[src/include/tcg_pkg.sv]
package tcg_pkg;

  // ------------------------------------------------------------
  // Register byte offsets
  // ------------------------------------------------------------
  localparam logic [7:0] TCG_OFS_CTRL = 8'h00; // timer_control
  localparam logic [7:0] TCG_OFS_GATE = 8'h04; // timer_gate_control
  localparam logic [7:0] TCG_OFS_COUNT = 8'h08; // Counter value, read only
  localparam logic [7:0] TCG_OFS_STAT = 8'h0C; // Event status, clear on read
  localparam logic [7:0] TCG_OFS_MASK = 8'h10; // Event mask

  // ------------------------------------------------------------
  // timer_control fields
  // ------------------------------------------------------------
  localparam int TCG_CS_HI = 7; // count_clock_select
  localparam int TCG_CS_LO = 6;
  localparam int TCG_PS_HI = 5; // input_prescale_select
  localparam int TCG_PS_LO = 4;
  localparam int TCG_OSC_BIT = 3; // dedicated_osc_enable
  localparam int TCG_SYNC_BIT = 2; // sync_bypass
  localparam int TCG_ON_BIT = 0; // counter_on
  localparam logic [7:0] TCG_CTRL_WMASK = 8'hFD; // Bit 1 unimplemented
  localparam logic [7:0] TCG_CTRL_RST = 8'h00;

  // ------------------------------------------------------------
  // timer_gate_control fields
  // ------------------------------------------------------------
  localparam int TCG_GE_BIT = 7; // gate_enable
  localparam int TCG_POL_BIT = 6; // gate_polarity
  localparam int TCG_TM_BIT = 5; // gate_toggle_mode
  localparam int TCG_SPM_BIT = 4; // gate_single_pulse_mode
  localparam int TCG_GO_BIT = 3; // single_pulse_arm_done
  localparam int TCG_VAL_BIT = 2; // gate_level, read only
  localparam logic [7:0] TCG_GATE_WMASK = 8'hFB;
  localparam logic [7:0] TCG_GATE_RST = 8'h00;

  // Status and mask layout
  localparam int TCG_EV_GATE_BIT = 0; // gate_event_flag
  localparam logic [7:0] TCG_EV_MASK = 8'h01;

  // ------------------------------------------------------------
  // Clock source codes
  // ------------------------------------------------------------
  typedef enum logic [1:0] {
    TCG_SRC_INSTR = 2'b00, // System clock divided by four
    TCG_SRC_SYS = 2'b01, // Every system clock
    TCG_SRC_PIN = 2'b10, // External pin or dedicated oscillator
    TCG_SRC_CAP = 2'b11 // cap_sense_clock
  } tcg_src_t;

  // Instruction clock divider, last count of a divide by four
  localparam logic [1:0] TCG_INSTR_LAST = 2'h3;

  // Prescaler last counts for 1:1, 1:2, 1:4, 1:8
  localparam logic [2:0] TCG_PS_LAST_1 = 3'h0;
  localparam logic [2:0] TCG_PS_LAST_2 = 3'h1;
  localparam logic [2:0] TCG_PS_LAST_4 = 3'h3;
  localparam logic [2:0] TCG_PS_LAST_8 = 3'h7;

endpackage

[src/hw/tcg_prescale.sv]
`timescale 1ns/1ps
// Input prescaler: passes one tick out of 1, 2, 4 or 8
module tcg_prescale (
  input wire logic sys_clk,
  input wire logic rst,
  input wire logic clear,
  input wire logic tick_in,
  input wire logic [1:0] ratio,
  output logic tick_out
);

  logic [2:0] cnt_r; // Ticks seen since the last pass
  logic [2:0] last; // Last count for the chosen ratio

  // ------------------------------------------------------------
  // Ratio decode
  // ------------------------------------------------------------
  always_comb begin
    case (ratio)
      2'b11: last = tcg_pkg::TCG_PS_LAST_8;
      2'b10: last = tcg_pkg::TCG_PS_LAST_4;
      2'b01: last = tcg_pkg::TCG_PS_LAST_2;
      default: last = tcg_pkg::TCG_PS_LAST_1;
    endcase
  end

  // Greater-or-equal so a ratio lowered mid-count cannot hang it
  assign tick_out = tick_in && (cnt_r >= last);

  // ------------------------------------------------------------
  // Tick counter
  // ------------------------------------------------------------
  always_ff @(posedge sys_clk) begin
    if (rst || clear) begin
      cnt_r <= 3'h0;
    end else if (tick_out) begin
      cnt_r <= 3'h0;
    end else if (tick_in) begin
      cnt_r <= cnt_r + 3'h1;
    end
  end

endmodule // tcg_prescale

[src/hw/tcg_timer.sv]
`timescale 1ns/1ps
module tcg_timer (
  input wire logic sys_clk,
  input wire logic rst,
  input wire logic wb_cyc_i,
  input wire logic wb_stb_i,
  input wire logic wb_we_i,
  input wire logic [7:0] wb_adr_i,
  input wire logic [3:0] wb_sel_i,
  input wire logic [31:0] wb_dat_i,
  output logic [31:0] wb_dat_o,
  output logic wb_ack_o,
  input wire logic ext_clk_i,
  input wire logic cap_sense_clock_i,
  input wire logic gate_pin_i,
  input wire logic gate_alt_i,
  output logic osc_enable_o,
  output logic gate_level_o,
  output logic [15:0] count_o,
  output logic irq_o
);

  // ------------------------------------------------------------
  // Address decode helper
  // ------------------------------------------------------------
  function automatic logic tcg_hit(input logic [7:0] adr, input logic [7:0] ofs);
    tcg_hit = (adr[7:2] == ofs[7:2]);
  endfunction

  // ------------------------------------------------------------
  // Declarations
  // ------------------------------------------------------------
  logic [7:0] ctrl_r; // timer_control
  logic [7:0] gate_r; // timer_gate_control writable part
  logic go_r; // single_pulse_arm_done
  logic [7:0] stat_r; // Sticky events
  logic [7:0] mask_r; // Event mask
  logic [15:0] count_r; // Counter
  logic [1:0] div_r; // Instruction clock divider
  logic [1:0] sync1_r; // First sync stage, pin and cap clocks
  logic [1:0] sync2_r; // Second sync stage
  logic src_prev_r; // Previous selected clock level
  logic gate_open_r; // Gate after polarity
  logic tog_r; // Gate toggle flop
  logic tg_prev_r; // Previous toggle-stage gate
  logic sp_win_r; // Single-pulse window open
  logic gate_level_r; // Processed gate level
  logic irq_r;
  logic ack_r;
  logic [31:0] dat_r;
  logic req; // Fresh bus request
  logic wr; // Write strobe this cycle
  logic rd_stat; // Status read this cycle
  logic instr_tick; // Divide-by-four enable
  logic [1:0] raw_src; // Pin and cap clock raw
  logic src_lvl; // Chosen async level
  logic src_tick; // Tick of chosen source
  logic ps_tick; // Prescaled tick
  logic on; // counter_on
  logic count_en; // Counting allowed
  logic gate_raw; // Gate source
  logic gate_open; // Gate after polarity
  logic open_rise;
  logic tg; // Gate after toggle stage
  logic tg_rise;
  logic level_nxt; // Next processed gate level
  logic gate_fall; // Trailing edge of processed gate
  logic go_set; // Software arms the pulse
  logic [7:0] stat_nxt;

  assign on = ctrl_r[tcg_pkg::TCG_ON_BIT];
  assign req = wb_cyc_i && wb_stb_i && !ack_r;
  assign wr = req && wb_we_i && wb_sel_i[0];
  assign rd_stat = req && !wb_we_i && tcg_hit(wb_adr_i, tcg_pkg::TCG_OFS_STAT);

  // ------------------------------------------------------------
  // Bus slave: one wait state, ack for every address
  // ------------------------------------------------------------
  always_ff @(posedge sys_clk) begin
    if (rst) begin
      ack_r <= 1'b0;
    end else begin
      ack_r <= req;
    end
  end

  // Read data is latched with the ack; unmapped addresses read zero
  always_ff @(posedge sys_clk) begin
    if (rst) begin
      dat_r <= 32'h0000_0000;
    end else if (req && !wb_we_i) begin
      if (tcg_hit(wb_adr_i, tcg_pkg::TCG_OFS_CTRL)) begin
        dat_r <= {24'h000000, ctrl_r & tcg_pkg::TCG_CTRL_WMASK};
      end else if (tcg_hit(wb_adr_i, tcg_pkg::TCG_OFS_GATE)) begin
        dat_r <= {24'h000000, gate_r[7:4], go_r, gate_level_r, gate_r[1:0]};
      end else if (tcg_hit(wb_adr_i, tcg_pkg::TCG_OFS_COUNT)) begin
        dat_r <= {16'h0000, count_r};
      end else if (rd_stat) begin
        dat_r <= {24'h000000, stat_r};
      end else if (tcg_hit(wb_adr_i, tcg_pkg::TCG_OFS_MASK)) begin
        dat_r <= {24'h000000, mask_r};
      end else begin
        dat_r <= 32'h0000_0000;
      end
    end
  end

  // ------------------------------------------------------------
  // Control registers
  // ------------------------------------------------------------
  // Bit 1 never stores, so it always reads back zero
  always_ff @(posedge sys_clk) begin
    if (rst) begin
      ctrl_r <= tcg_pkg::TCG_CTRL_RST;
    end else if (wr && tcg_hit(wb_adr_i, tcg_pkg::TCG_OFS_CTRL)) begin
      ctrl_r <= wb_dat_i[7:0] & tcg_pkg::TCG_CTRL_WMASK;
    end
  end

  // Gate control; the level bit is never stored here
  always_ff @(posedge sys_clk) begin
    if (rst) begin
      gate_r <= tcg_pkg::TCG_GATE_RST;
    end else if (wr && tcg_hit(wb_adr_i, tcg_pkg::TCG_OFS_GATE)) begin
      gate_r <= wb_dat_i[7:0] & tcg_pkg::TCG_GATE_WMASK;
    end
  end

  always_ff @(posedge sys_clk) begin
    if (rst) begin
      mask_r <= 8'h00;
    end else if (wr && tcg_hit(wb_adr_i, tcg_pkg::TCG_OFS_MASK)) begin
      mask_r <= wb_dat_i[7:0] & tcg_pkg::TCG_EV_MASK;
    end
  end

  // Oscillator enable follows its control bit
  always_ff @(posedge sys_clk) begin
    if (rst) begin
      osc_enable_o <= 1'b0;
    end else begin
      osc_enable_o <= ctrl_r[tcg_pkg::TCG_OSC_BIT];
    end
  end

  // ------------------------------------------------------------
  // Count clock selection
  // ------------------------------------------------------------
  always_ff @(posedge sys_clk) begin
    if (rst) begin
      div_r <= 2'h0;
    end else begin
      div_r <= div_r + 2'h1;
    end
  end
  assign instr_tick = (div_r == tcg_pkg::TCG_INSTR_LAST);

  assign raw_src = {cap_sense_clock_i, ext_clk_i};

  // Two-stage synchronisers for the asynchronous clock sources
  genvar gi;
  generate
    for (gi = 0; gi < 2; gi++) begin : g_sync
      always_ff @(posedge sys_clk) begin
        if (rst) begin
          sync1_r[gi] <= 1'b0;
          sync2_r[gi] <= 1'b0;
        end else begin
          sync1_r[gi] <= raw_src[gi];
          sync2_r[gi] <= sync1_r[gi];
        end
      end
    end
  endgenerate

  // Bypass trades metastability safety for two cycles less latency
  always_comb begin
    if (ctrl_r[tcg_pkg::TCG_SYNC_BIT]) begin
      src_lvl = raw_src[ctrl_r[tcg_pkg::TCG_CS_LO]];
    end else begin
      src_lvl = sync2_r[ctrl_r[tcg_pkg::TCG_CS_LO]];
    end
  end

  always_ff @(posedge sys_clk) begin
    if (rst) begin
      src_prev_r <= 1'b0;
    end else begin
      src_prev_r <= src_lvl;
    end
  end

  // Tick per selected clock
  always_comb begin
    case (tcg_pkg::tcg_src_t'(ctrl_r[tcg_pkg::TCG_CS_HI:tcg_pkg::TCG_CS_LO]))
      tcg_pkg::TCG_SRC_INSTR: src_tick = instr_tick;
      tcg_pkg::TCG_SRC_SYS: src_tick = 1'b1;
      tcg_pkg::TCG_SRC_PIN: src_tick = src_lvl && !src_prev_r;
      tcg_pkg::TCG_SRC_CAP: src_tick = src_lvl && !src_prev_r;
      default: src_tick = 1'b0;
    endcase
  end

  // Prescaler held cleared while the counter is off
  tcg_prescale u_prescale (
    .sys_clk(sys_clk),
    .rst(rst),
    .clear(!on),
    .tick_in(src_tick),
    .ratio(ctrl_r[tcg_pkg::TCG_PS_HI:tcg_pkg::TCG_PS_LO]),
    .tick_out(ps_tick)
  );

  // ------------------------------------------------------------
  // Gate processing
  // ------------------------------------------------------------
  assign gate_raw = (gate_r[1:0] == 2'b00) ? gate_pin_i : gate_alt_i;
  assign gate_open = gate_r[tcg_pkg::TCG_POL_BIT] ? gate_raw : !gate_raw;

  always_ff @(posedge sys_clk) begin
    if (rst) begin
      gate_open_r <= 1'b0;
    end else begin
      gate_open_r <= gate_open;
    end
  end
  assign open_rise = gate_open && !gate_open_r;

  // Toggle flop: held clear outside toggle mode and while off
  always_ff @(posedge sys_clk) begin
    if (rst) begin
      tog_r <= 1'b0;
    end else if (!on) begin
      tog_r <= 1'b0;
    end else if (!gate_r[tcg_pkg::TCG_TM_BIT]) begin
      tog_r <= 1'b0;
    end else if (open_rise) begin
      tog_r <= !tog_r;
    end
  end

  assign tg = gate_r[tcg_pkg::TCG_TM_BIT] ? tog_r : gate_open_r;

  always_ff @(posedge sys_clk) begin
    if (rst) begin
      tg_prev_r <= 1'b0;
    end else begin
      tg_prev_r <= tg;
    end
  end
  assign tg_rise = tg && !tg_prev_r;

  // Single-pulse window opens on the first edge after arming
  always_ff @(posedge sys_clk) begin
    if (rst) begin
      sp_win_r <= 1'b0;
    end else if (!gate_r[tcg_pkg::TCG_SPM_BIT] || !go_r) begin
      sp_win_r <= 1'b0;
    end else if (tg_rise) begin
      sp_win_r <= 1'b1;
    end
  end

  assign level_nxt = gate_r[tcg_pkg::TCG_SPM_BIT] ? (tg && sp_win_r) : tg;
  assign gate_fall = gate_level_r && !level_nxt;

  // Processed level is valid whether or not gating is on
  always_ff @(posedge sys_clk) begin
    if (rst) begin
      gate_level_r <= 1'b0;
      gate_level_o <= 1'b0;
    end else begin
      gate_level_r <= level_nxt;
      gate_level_o <= level_nxt;
    end
  end

  // Arm bit: software set wins over a trailing edge in the same cycle
  assign go_set = wr && tcg_hit(wb_adr_i, tcg_pkg::TCG_OFS_GATE)
                  && wb_dat_i[tcg_pkg::TCG_GO_BIT];
  always_ff @(posedge sys_clk) begin
    if (rst) begin
      go_r <= 1'b0;
    end else if (wr && tcg_hit(wb_adr_i, tcg_pkg::TCG_OFS_GATE)) begin
      go_r <= wb_dat_i[tcg_pkg::TCG_GO_BIT];
    end else if (gate_r[tcg_pkg::TCG_SPM_BIT] && gate_fall) begin
      go_r <= 1'b0;
    end
  end

  // ------------------------------------------------------------
  // Events and interrupt
  // ------------------------------------------------------------
  // A new event in the read cycle survives the clear-on-read
  always_comb begin
    stat_nxt = rd_stat ? 8'h00 : stat_r;
    stat_nxt[tcg_pkg::TCG_EV_GATE_BIT] = stat_nxt[tcg_pkg::TCG_EV_GATE_BIT] || gate_fall;
  end

  always_ff @(posedge sys_clk) begin
    if (rst) begin
      stat_r <= 8'h00;
      irq_r <= 1'b0;
    end else begin
      stat_r <= stat_nxt;
      irq_r <= |(stat_nxt & mask_r);
    end
  end

  // ------------------------------------------------------------
  // Counter
  // ------------------------------------------------------------
  // Gate enable only matters while the counter is on
  assign count_en = on && (!gate_r[tcg_pkg::TCG_GE_BIT] || gate_level_r);

  always_ff @(posedge sys_clk) begin
    if (rst) begin
      count_r <= 16'h0000;
    end else if (ps_tick && count_en) begin
      count_r <= count_r + 16'h0001;
    end
  end

  assign wb_ack_o = ack_r;
  assign wb_dat_o = dat_r;
  assign irq_o = irq_r;
  assign count_o = count_r;
endmodule // tcg_timer

[config.mk]
export PLATFORM = sky130hd
export DESIGN_NAME = tcg_timer
export DESIGN_NICKNAME = d
export VERILOG_FILES = /design/src/include/tcg_pkg.sv /design/src/hw/tcg_prescale.sv /design/src/hw/tcg_timer.sv
export SDC_FILE = /design/constraint.sdc
export NUM_CORES = 1
export LEC_CHECK = 0
export BUFFER_PORTS_ARGS = -buffer_cell sky130_fd_sc_hd__buf_2
export CORE_UTILIZATION = 28
export DETAILED_ROUTE_END_ITERATION = 8
export HOLD_SLACK_MARGIN = 0.08
export PLACE_DENSITY = 0.57
export SLEW_MARGIN = 5
export SYNTH_ARGS = -nofsm -noshare
export SYNTH_HDL_FRONTEND = slang
export SYNTH_SLANG_ARGS = --single-unit
export TNS_END_PERCENT = 50
[constraint.sdc]
create_clock -name sys_clk -period 3 [get_ports sys_clk]
set_clock_uncertainty 0.1 [all_clocks]
set_input_delay 0.3 -clock sys_clk [delete_from_list [all_inputs] [get_ports sys_clk]]
set_output_delay 0.3 -clock sys_clk [all_outputs]
set_load 0.02 [all_outputs]
# [After elaboration in Yosys (flattened, before gate mapping)]
# Index checks and enable logic that the tools add are counted.
[op_classes] n_mux=19 reduce_logical=43 magnitude_cmp=2 bitwise=3 add_sub_neg=3 n_eq_ne=11
[op_table] cell="2-to-1 mux 16 bit" n=3
[op_table] cell="logical AND 1 bit" n=18
[op_table] cell="adder 16 x 1 -> 16 bit, second input constant" n=1
[op_table] cell="2-to-1 mux 8 bit" n=2
[op_table] cell="equality test 6 x 2 -> 1 bit, second input constant" n=2
[op_table] cell="logical NOT 1 bit" n=12
[op_table] cell="2-to-1 mux 1 bit" n=12
[op_table] cell="equality test 2 bit, second input constant" n=5
[op_table] cell="case mux 3 bit (3 select lines)" n=1
[op_table] cell="AND 8 x 1 -> 8 bit" n=1
[op_table] cell="OR reduction 8 bit" n=1
[op_table] cell="equality test 6 x 1 -> 1 bit, second input constant" n=1
[op_table] cell="equality test 6 x 3 -> 1 bit, second input constant" n=1
[op_table] cell="logical NOT 6 bit" n=1
[op_table] cell="OR reduction 2 bit" n=3
[op_table] cell="equality test 2 x 1 -> 1 bit, second input constant" n=2
[op_table] cell="logical NOT 2 bit" n=2
[op_table] cell="logical OR 1 bit" n=4
[op_table] cell="adder 3 x 1 -> 3 bit, second input constant" n=1
[op_table] cell="greater-or-equal comparator 3 bit" n=1
[op_table] cell="case mux 1 bit (3 select lines)" n=1
[op_table] cell="OR reduction 3 bit" n=1
[op_table] cell="adder 2 x 1 -> 2 bit, second input constant" n=1
[op_table] cell="< comparator 1 x 2 -> 1 bit, second input constant" n=1
[op_table] cell="2 further kinds" n=3
[word_totals] input_bits=53 register_bits=90 elab_cells=103 out_inout_bits=52

# [Logic depth before layout (Yosys ltp)]
[depth] word_depth=8 depth_mapped=8 mapped_depth_nobuf=7

# [By module]
# Synthesis repeated with hierarchy kept, for this count alone.
[unflattened] hier_cells=336 area_unflattened_um2=3046.7
[modules_own_cells] mod="tcg_timer" cells_per_inst=307 instances=1 area_per_inst_um2=2791.4 seq_area_each_um2=1261.2
[modules_own_cells] mod="tcg_prescale" cells_per_inst=29 instances=1 area_per_inst_um2=255.2 seq_area_each_um2=60.1

# [Least setup slack after synthesis]
# No wires, ideal clock.
[synth_timing] kind="reg-to-reg" from="register ctrl_r[4]" to="register count_r[10] (netlist: count_o[10])" synth_period_minus_slack_ps=2293 path_buffers=1 stages_incl_launch_ff=9 path_slack_ps=707 t_arrival_ps=2122 required_ps=2829 setup_time_ps=71 cell_sequence="dfxtp_1 or2_2 ha_1 nand2b_1 a31oi_1 or3_1 buf_2 or4_1 a21oi_1"
[synth_via] elab_chain_len=5 word_cells_on_any_way=7 cone_classes="1 x order compare; 3 x eq/ne; 1 x mux; 2 x reduce/logical"
[synth_rtl] item="from (decl)" line="tcg_timer.sv:33" text="logic [7:0] ctrl_r;"
[synth_rtl] item="from (signal assigned)" line="tcg_timer.sv:114" text="ctrl_r <= tcg_pkg::TCG_CTRL_RST;"
[synth_rtl] item="from (signal assigned)" line="tcg_timer.sv:116" text="ctrl_r <= wb_dat_i[7:0] & tcg_pkg::TCG_CTRL_WMASK;"
[synth_rtl] item="equality test 2 x 1 -> 1 bit or equality test 2 bit (tied branches)" line="tcg_prescale.sv:19" text="case (ratio)"
[synth_rtl] item="case mux 3 bit (3 select lines) (*)" line="tcg_prescale.sv:19"
[synth_rtl] item="greater-or-equal comparator 3 bit (*)" line="tcg_prescale.sv:28" text="assign tick_out = tick_in && (cnt_r >= last);"
[synth_rtl] item="logical AND 1 bit (*)" line="tcg_prescale.sv:28"
[synth_rtl] item="logical AND 1 bit (*)" line="tcg_timer.sv:319" text="end else if (ps_tick && count_en) begin"
[synth_rtl] item="to (signal assigned)" line="tcg_timer.sv:320" text="count_r <= count_r + 16'h0001;"
[synth_rtl] item="to (decl)" line="tcg_timer.sv:38" text="logic [15:0] count_r;"
# Mark *: on every way between the ends. The rest lies on a longest branch, timed or not.
# A chain may end at the register's enable or synchronous reset.

# [Final worst setup path]
[layout_timing] from="register ctrl_r[4]" to="register count_r[12] (netlist: count_o[12])"
# Same word-level chain as after synthesis.

==> key figures <==
Worst setup path
  – CP required: between 3 and 4 ns
  – CP max FO: 7
  – Buf/Inv on CP: 0
  – Critical-path top delay cell: or3_1
  – CP peak stage delay: approximately 0.5 ns
  – Flop-to-flop setup slack: around 0.55 ns
  – CP Launch Type: flop
  – CP delay by family, top: simple AND/OR/NAND/NOR gates
  – Worst-path cell chain: or2_2 -> ha_1 -> nand2b_1 -> a31oi_1 -> or3_1 -> or4_1 -> a21oi_1
  – CP Capture Type: flop
  – Crit Path Class: flop to flop
  – Arr. time, crit path: 2.64 ns

GRT
  – Tot GR Track Use: 0.1420
  – Initial antenna violation count: 0
  – GRT overflow: 0
  – Largest net degree at the start of global routing: 27
  – Vias in the first global route: ~2500
  – Wire length of the first global-routing pass: approximately 13000 µm

Logic synthesis
  – Synth Area in Adders: 0.02470
  – Post-synthesis simple-gate area fraction: 0.2417
  – Synth Cell Area: ~0.003 mm²
  – Cell count after synthesis: between 300 and 400
  – Sequential share of the synthesized area: 0.4347
  – Synth Register Bits: between 60 and 70
  – Library cells used by synthesis: 47
  – Synth Warn #: 0
  – Ys flop type: dfxtp_1
  – Complex-gate fraction of the synthesized area: 0.1247
  – Ys async rst share: 0
  – Syn avg cell area: between 8 and 9 µm²
  – Xor-xnor portion of the synthesized cell area: 0.02594
  – Multiplexer area fraction after synthesis: 0.06999
  – EDFF count, synth: 0
  – Largest family of logic cells by synthesized area: simple AND/OR/NAND/NOR gates

Die
  – Initial core utilization: 0.2918
  – Die boundary width: between 100 and 150 µm
  – Die Footprint: between 0.01 and 0.015 mm²
  – Core footprint: 0.01042 mm²
  – DIE HEIGHT: 106.2 µm
  – Io pins: 105
  – Row count: 37

Power and ir drop
  – Seq pwr share: 0.496
  – Switching power: between 400 and 500 µW
  – Combinational cell fraction of total power: 0.067
  – P_leak: 1.573 nW
  – Pwr dens: 491.8 mW/mm²
  – Switching Fraction: 0.2446
  – Max VDD drop: 0.3155 mV
  – Clock share of power: 0.437
  – Pint: approximately 1.4 mW

Layout
  – Share of cells above drive strength 1: 0.2101
  – Fillers: ~1100
  – Multi-input gate area: approximately 0.0015 mm²
  – Nets@finish: between 400 and 500
  – Reg area: roughly 0.0013 mm²
  – # diodes: 0
  – Layout area overhead: 20.46%
  – Fin area: roughly 0.0037 mm²

Min path
  – Hold Path Class: input pin to flop

Drt
  – Post-route ant nets: 0
  – Mean number of vias per cell: roughly 4.8
  – DR WL/cell: roughly 13 µm
  – Final WL: 7397 µm
  – DRC Markers: 0
  – Starting DRT DRC Count: between 100 and 150
  – First-pass detailed-route iteration total: 4
  – Vias: between 2000 and 3000

CTS
  – Root buffer cell: clkbuf_8
  – TritonCTS clock tree: done
  – Clk slew on worst S/H paths: roughly 0.08 ns
  – Clock buffer count from CTS: 9
  – Worst-Skew Late Latency: ~0.35 ns
  – Htree depth: 3
  – CTS max path bufs: 2
  – Setup bufs post-CTS: 0
  – TritonCTS Sinks: 66

Status
  – Run status: complete, no violations

STA
  – Slew Limit Fails: 0
  – TNS Setup: 0 ns
  – Rel. slew slack: 0.5499
  – Final hold vios: 0
  – Final cycle utilization of the critical path: 0.8167
  – RSZ-0062 raised after global routing: false
  – # setup viols final: 0
  – Worst slew pin tran: 0.6726 ns
  – Peak Freq: a little over 400 MHz
  – Crit path time final: 2.450 ns

Place
  – Port Buffers: 59
  – Hpwl dp: about 5500 µm
  – GPL Wtd Cong: 0.8247
  – Dpl cell area: about 0.0034 mm²

Flow run
  – Max Cap Viol: 0
==> worst register-to-register path, stage by stage, from the launching register on <==
cell and delay, ns:
dfxtp_1 0.35, or2_2 0.30, ha_1 0.27, nand2b_1 0.09, a31oi_1 0.14, or3_1 0.50, or4_1 0.50, a21oi_1 0.15
==> layer usage <==
layer / vias up / GRT usage / share of wire
li1: 1312 / - / -
met5: - / 0 / 0
met2: 84 / 0.2143 / 0.44
met1: 1210 / 0.1918 / 0.48
met4: 0 / 0.04167 / 0.013
met3: 11 / 0.04598 / 0.064
==> final cells by class <==
cell class,count,area share
Multi-Input combinational cell,252,0.4207
Sequential cell,66,0.3609
Timing Repair Buffer,68,0.1012
Tap cell,136,0.04648
Clock buffer,11,0.04135
Clock inverter,5,0.01709
Inverter,12,0.01230
==> placed cells by master, fill, tap and decap left out, types with 11 or more instances in the layout <==
master     n
nor4_1    13
a21oi_1   20
clkbuf_8  11
nor2b_1   17
nand2_1   13
conb_1    16
dfxtp_1   66
buf_2     59
inv_1     12
mux2i_1   19
nor2_1    58
==> Yosys cell counts, drive strengths merged (5+ instances only) <==
library cell	instances	area, µm²
mux2i	19	190.2
nand3	5	25.02
ha	6	75.07
nor2b	17	106.4
clkbuf	16	60.06
a21oi	20	100.1
buf	18	128.9
o22ai	7	43.79
a22oi	8	60.06
nor3	8	40.04
inv	12	45.04
dfxtp	66	1321
xnor2	8	70.07
nor2	58	217.7
nand2	13	48.80
nor4	13	81.33
==> power groups by stage <==
stage | combinational [mW] | sequential (mW) | clock (mW)
finish | 0.120 | 0.894 | 0.787
global route | 0.134 | 0.895 | 0.850
CTS | 0.120 | 0.894 | 0.813
detailed placement | 0.117 | 0.914 | 0
global placement | 0.115 | 0.914 | 0
floorplan | 0.0871 | 0.919 | 0
==> registers in the layout, indices dropped and copies added (netlist names) <==
signal	flops
count_o	16
wb_dat_o	16
ctrl_r	7
gate_r	6
u_prescale.cnt_r	3
div_r	2
sync1_r	2
sync2_r	2
gate_level_r	1
gate_open_r	1
go_r	1
irq_o	1
mask_r	1
osc_enable_o	1
sp_win_r	1
src_prev_r	1
stat_r	1
tg_prev_r	1
tog_r	1
wb_ack_o	1
==> what timing repair did <==
action	in CTS	in global routing
endpoints found under the hold margin	3	0
hold buffers	3	0
gates resized for setup	0	0
==> cells by family (layout without fill, tap and decap cells) <==
logic type	count (synthesis)	count (layout)
adder cells (fa/ha/maj)	6	6
multiplexers	20	20
AO/OA/AOI/OAI	57	57
other	1	16
buffers and inverters	46	96
AND/OR/NAND/NOR	144	144
flip-flops	66	66
XOR/XNOR	9	9
==> path summary, 6_finish.rpt <==
kind / startpoint / cells after the start / to
worst max register to register: ctrl_r[4] / 7 / count_o[12]
worst min-delay path: wb_dat_i[6] / 3 / gate_r[6]
worst max-delay path: ctrl_r[4] / 7 / count_o[12]
worst min register to register: div_r[0] / 1 / div_r[0]
==> through the flow <==
step                hold WS (ns)  setup WS (ns)  total power, mW  cells  utilization
finish                    0.1100         0.5499            1.801    550       0.3515
global placement          0.3081         0.5776            1.029    531       0.3280
global route              0.1103         0.3217            1.879    550       0.3515
floorplan                 0.2992         0.7071            1.006    364            -
detailed placement        0.3184         0.5403            1.031    531       0.3280
CTS                      0.09626         0.5420            1.828    550       0.3515
Power figures use the tool's default switching activity.
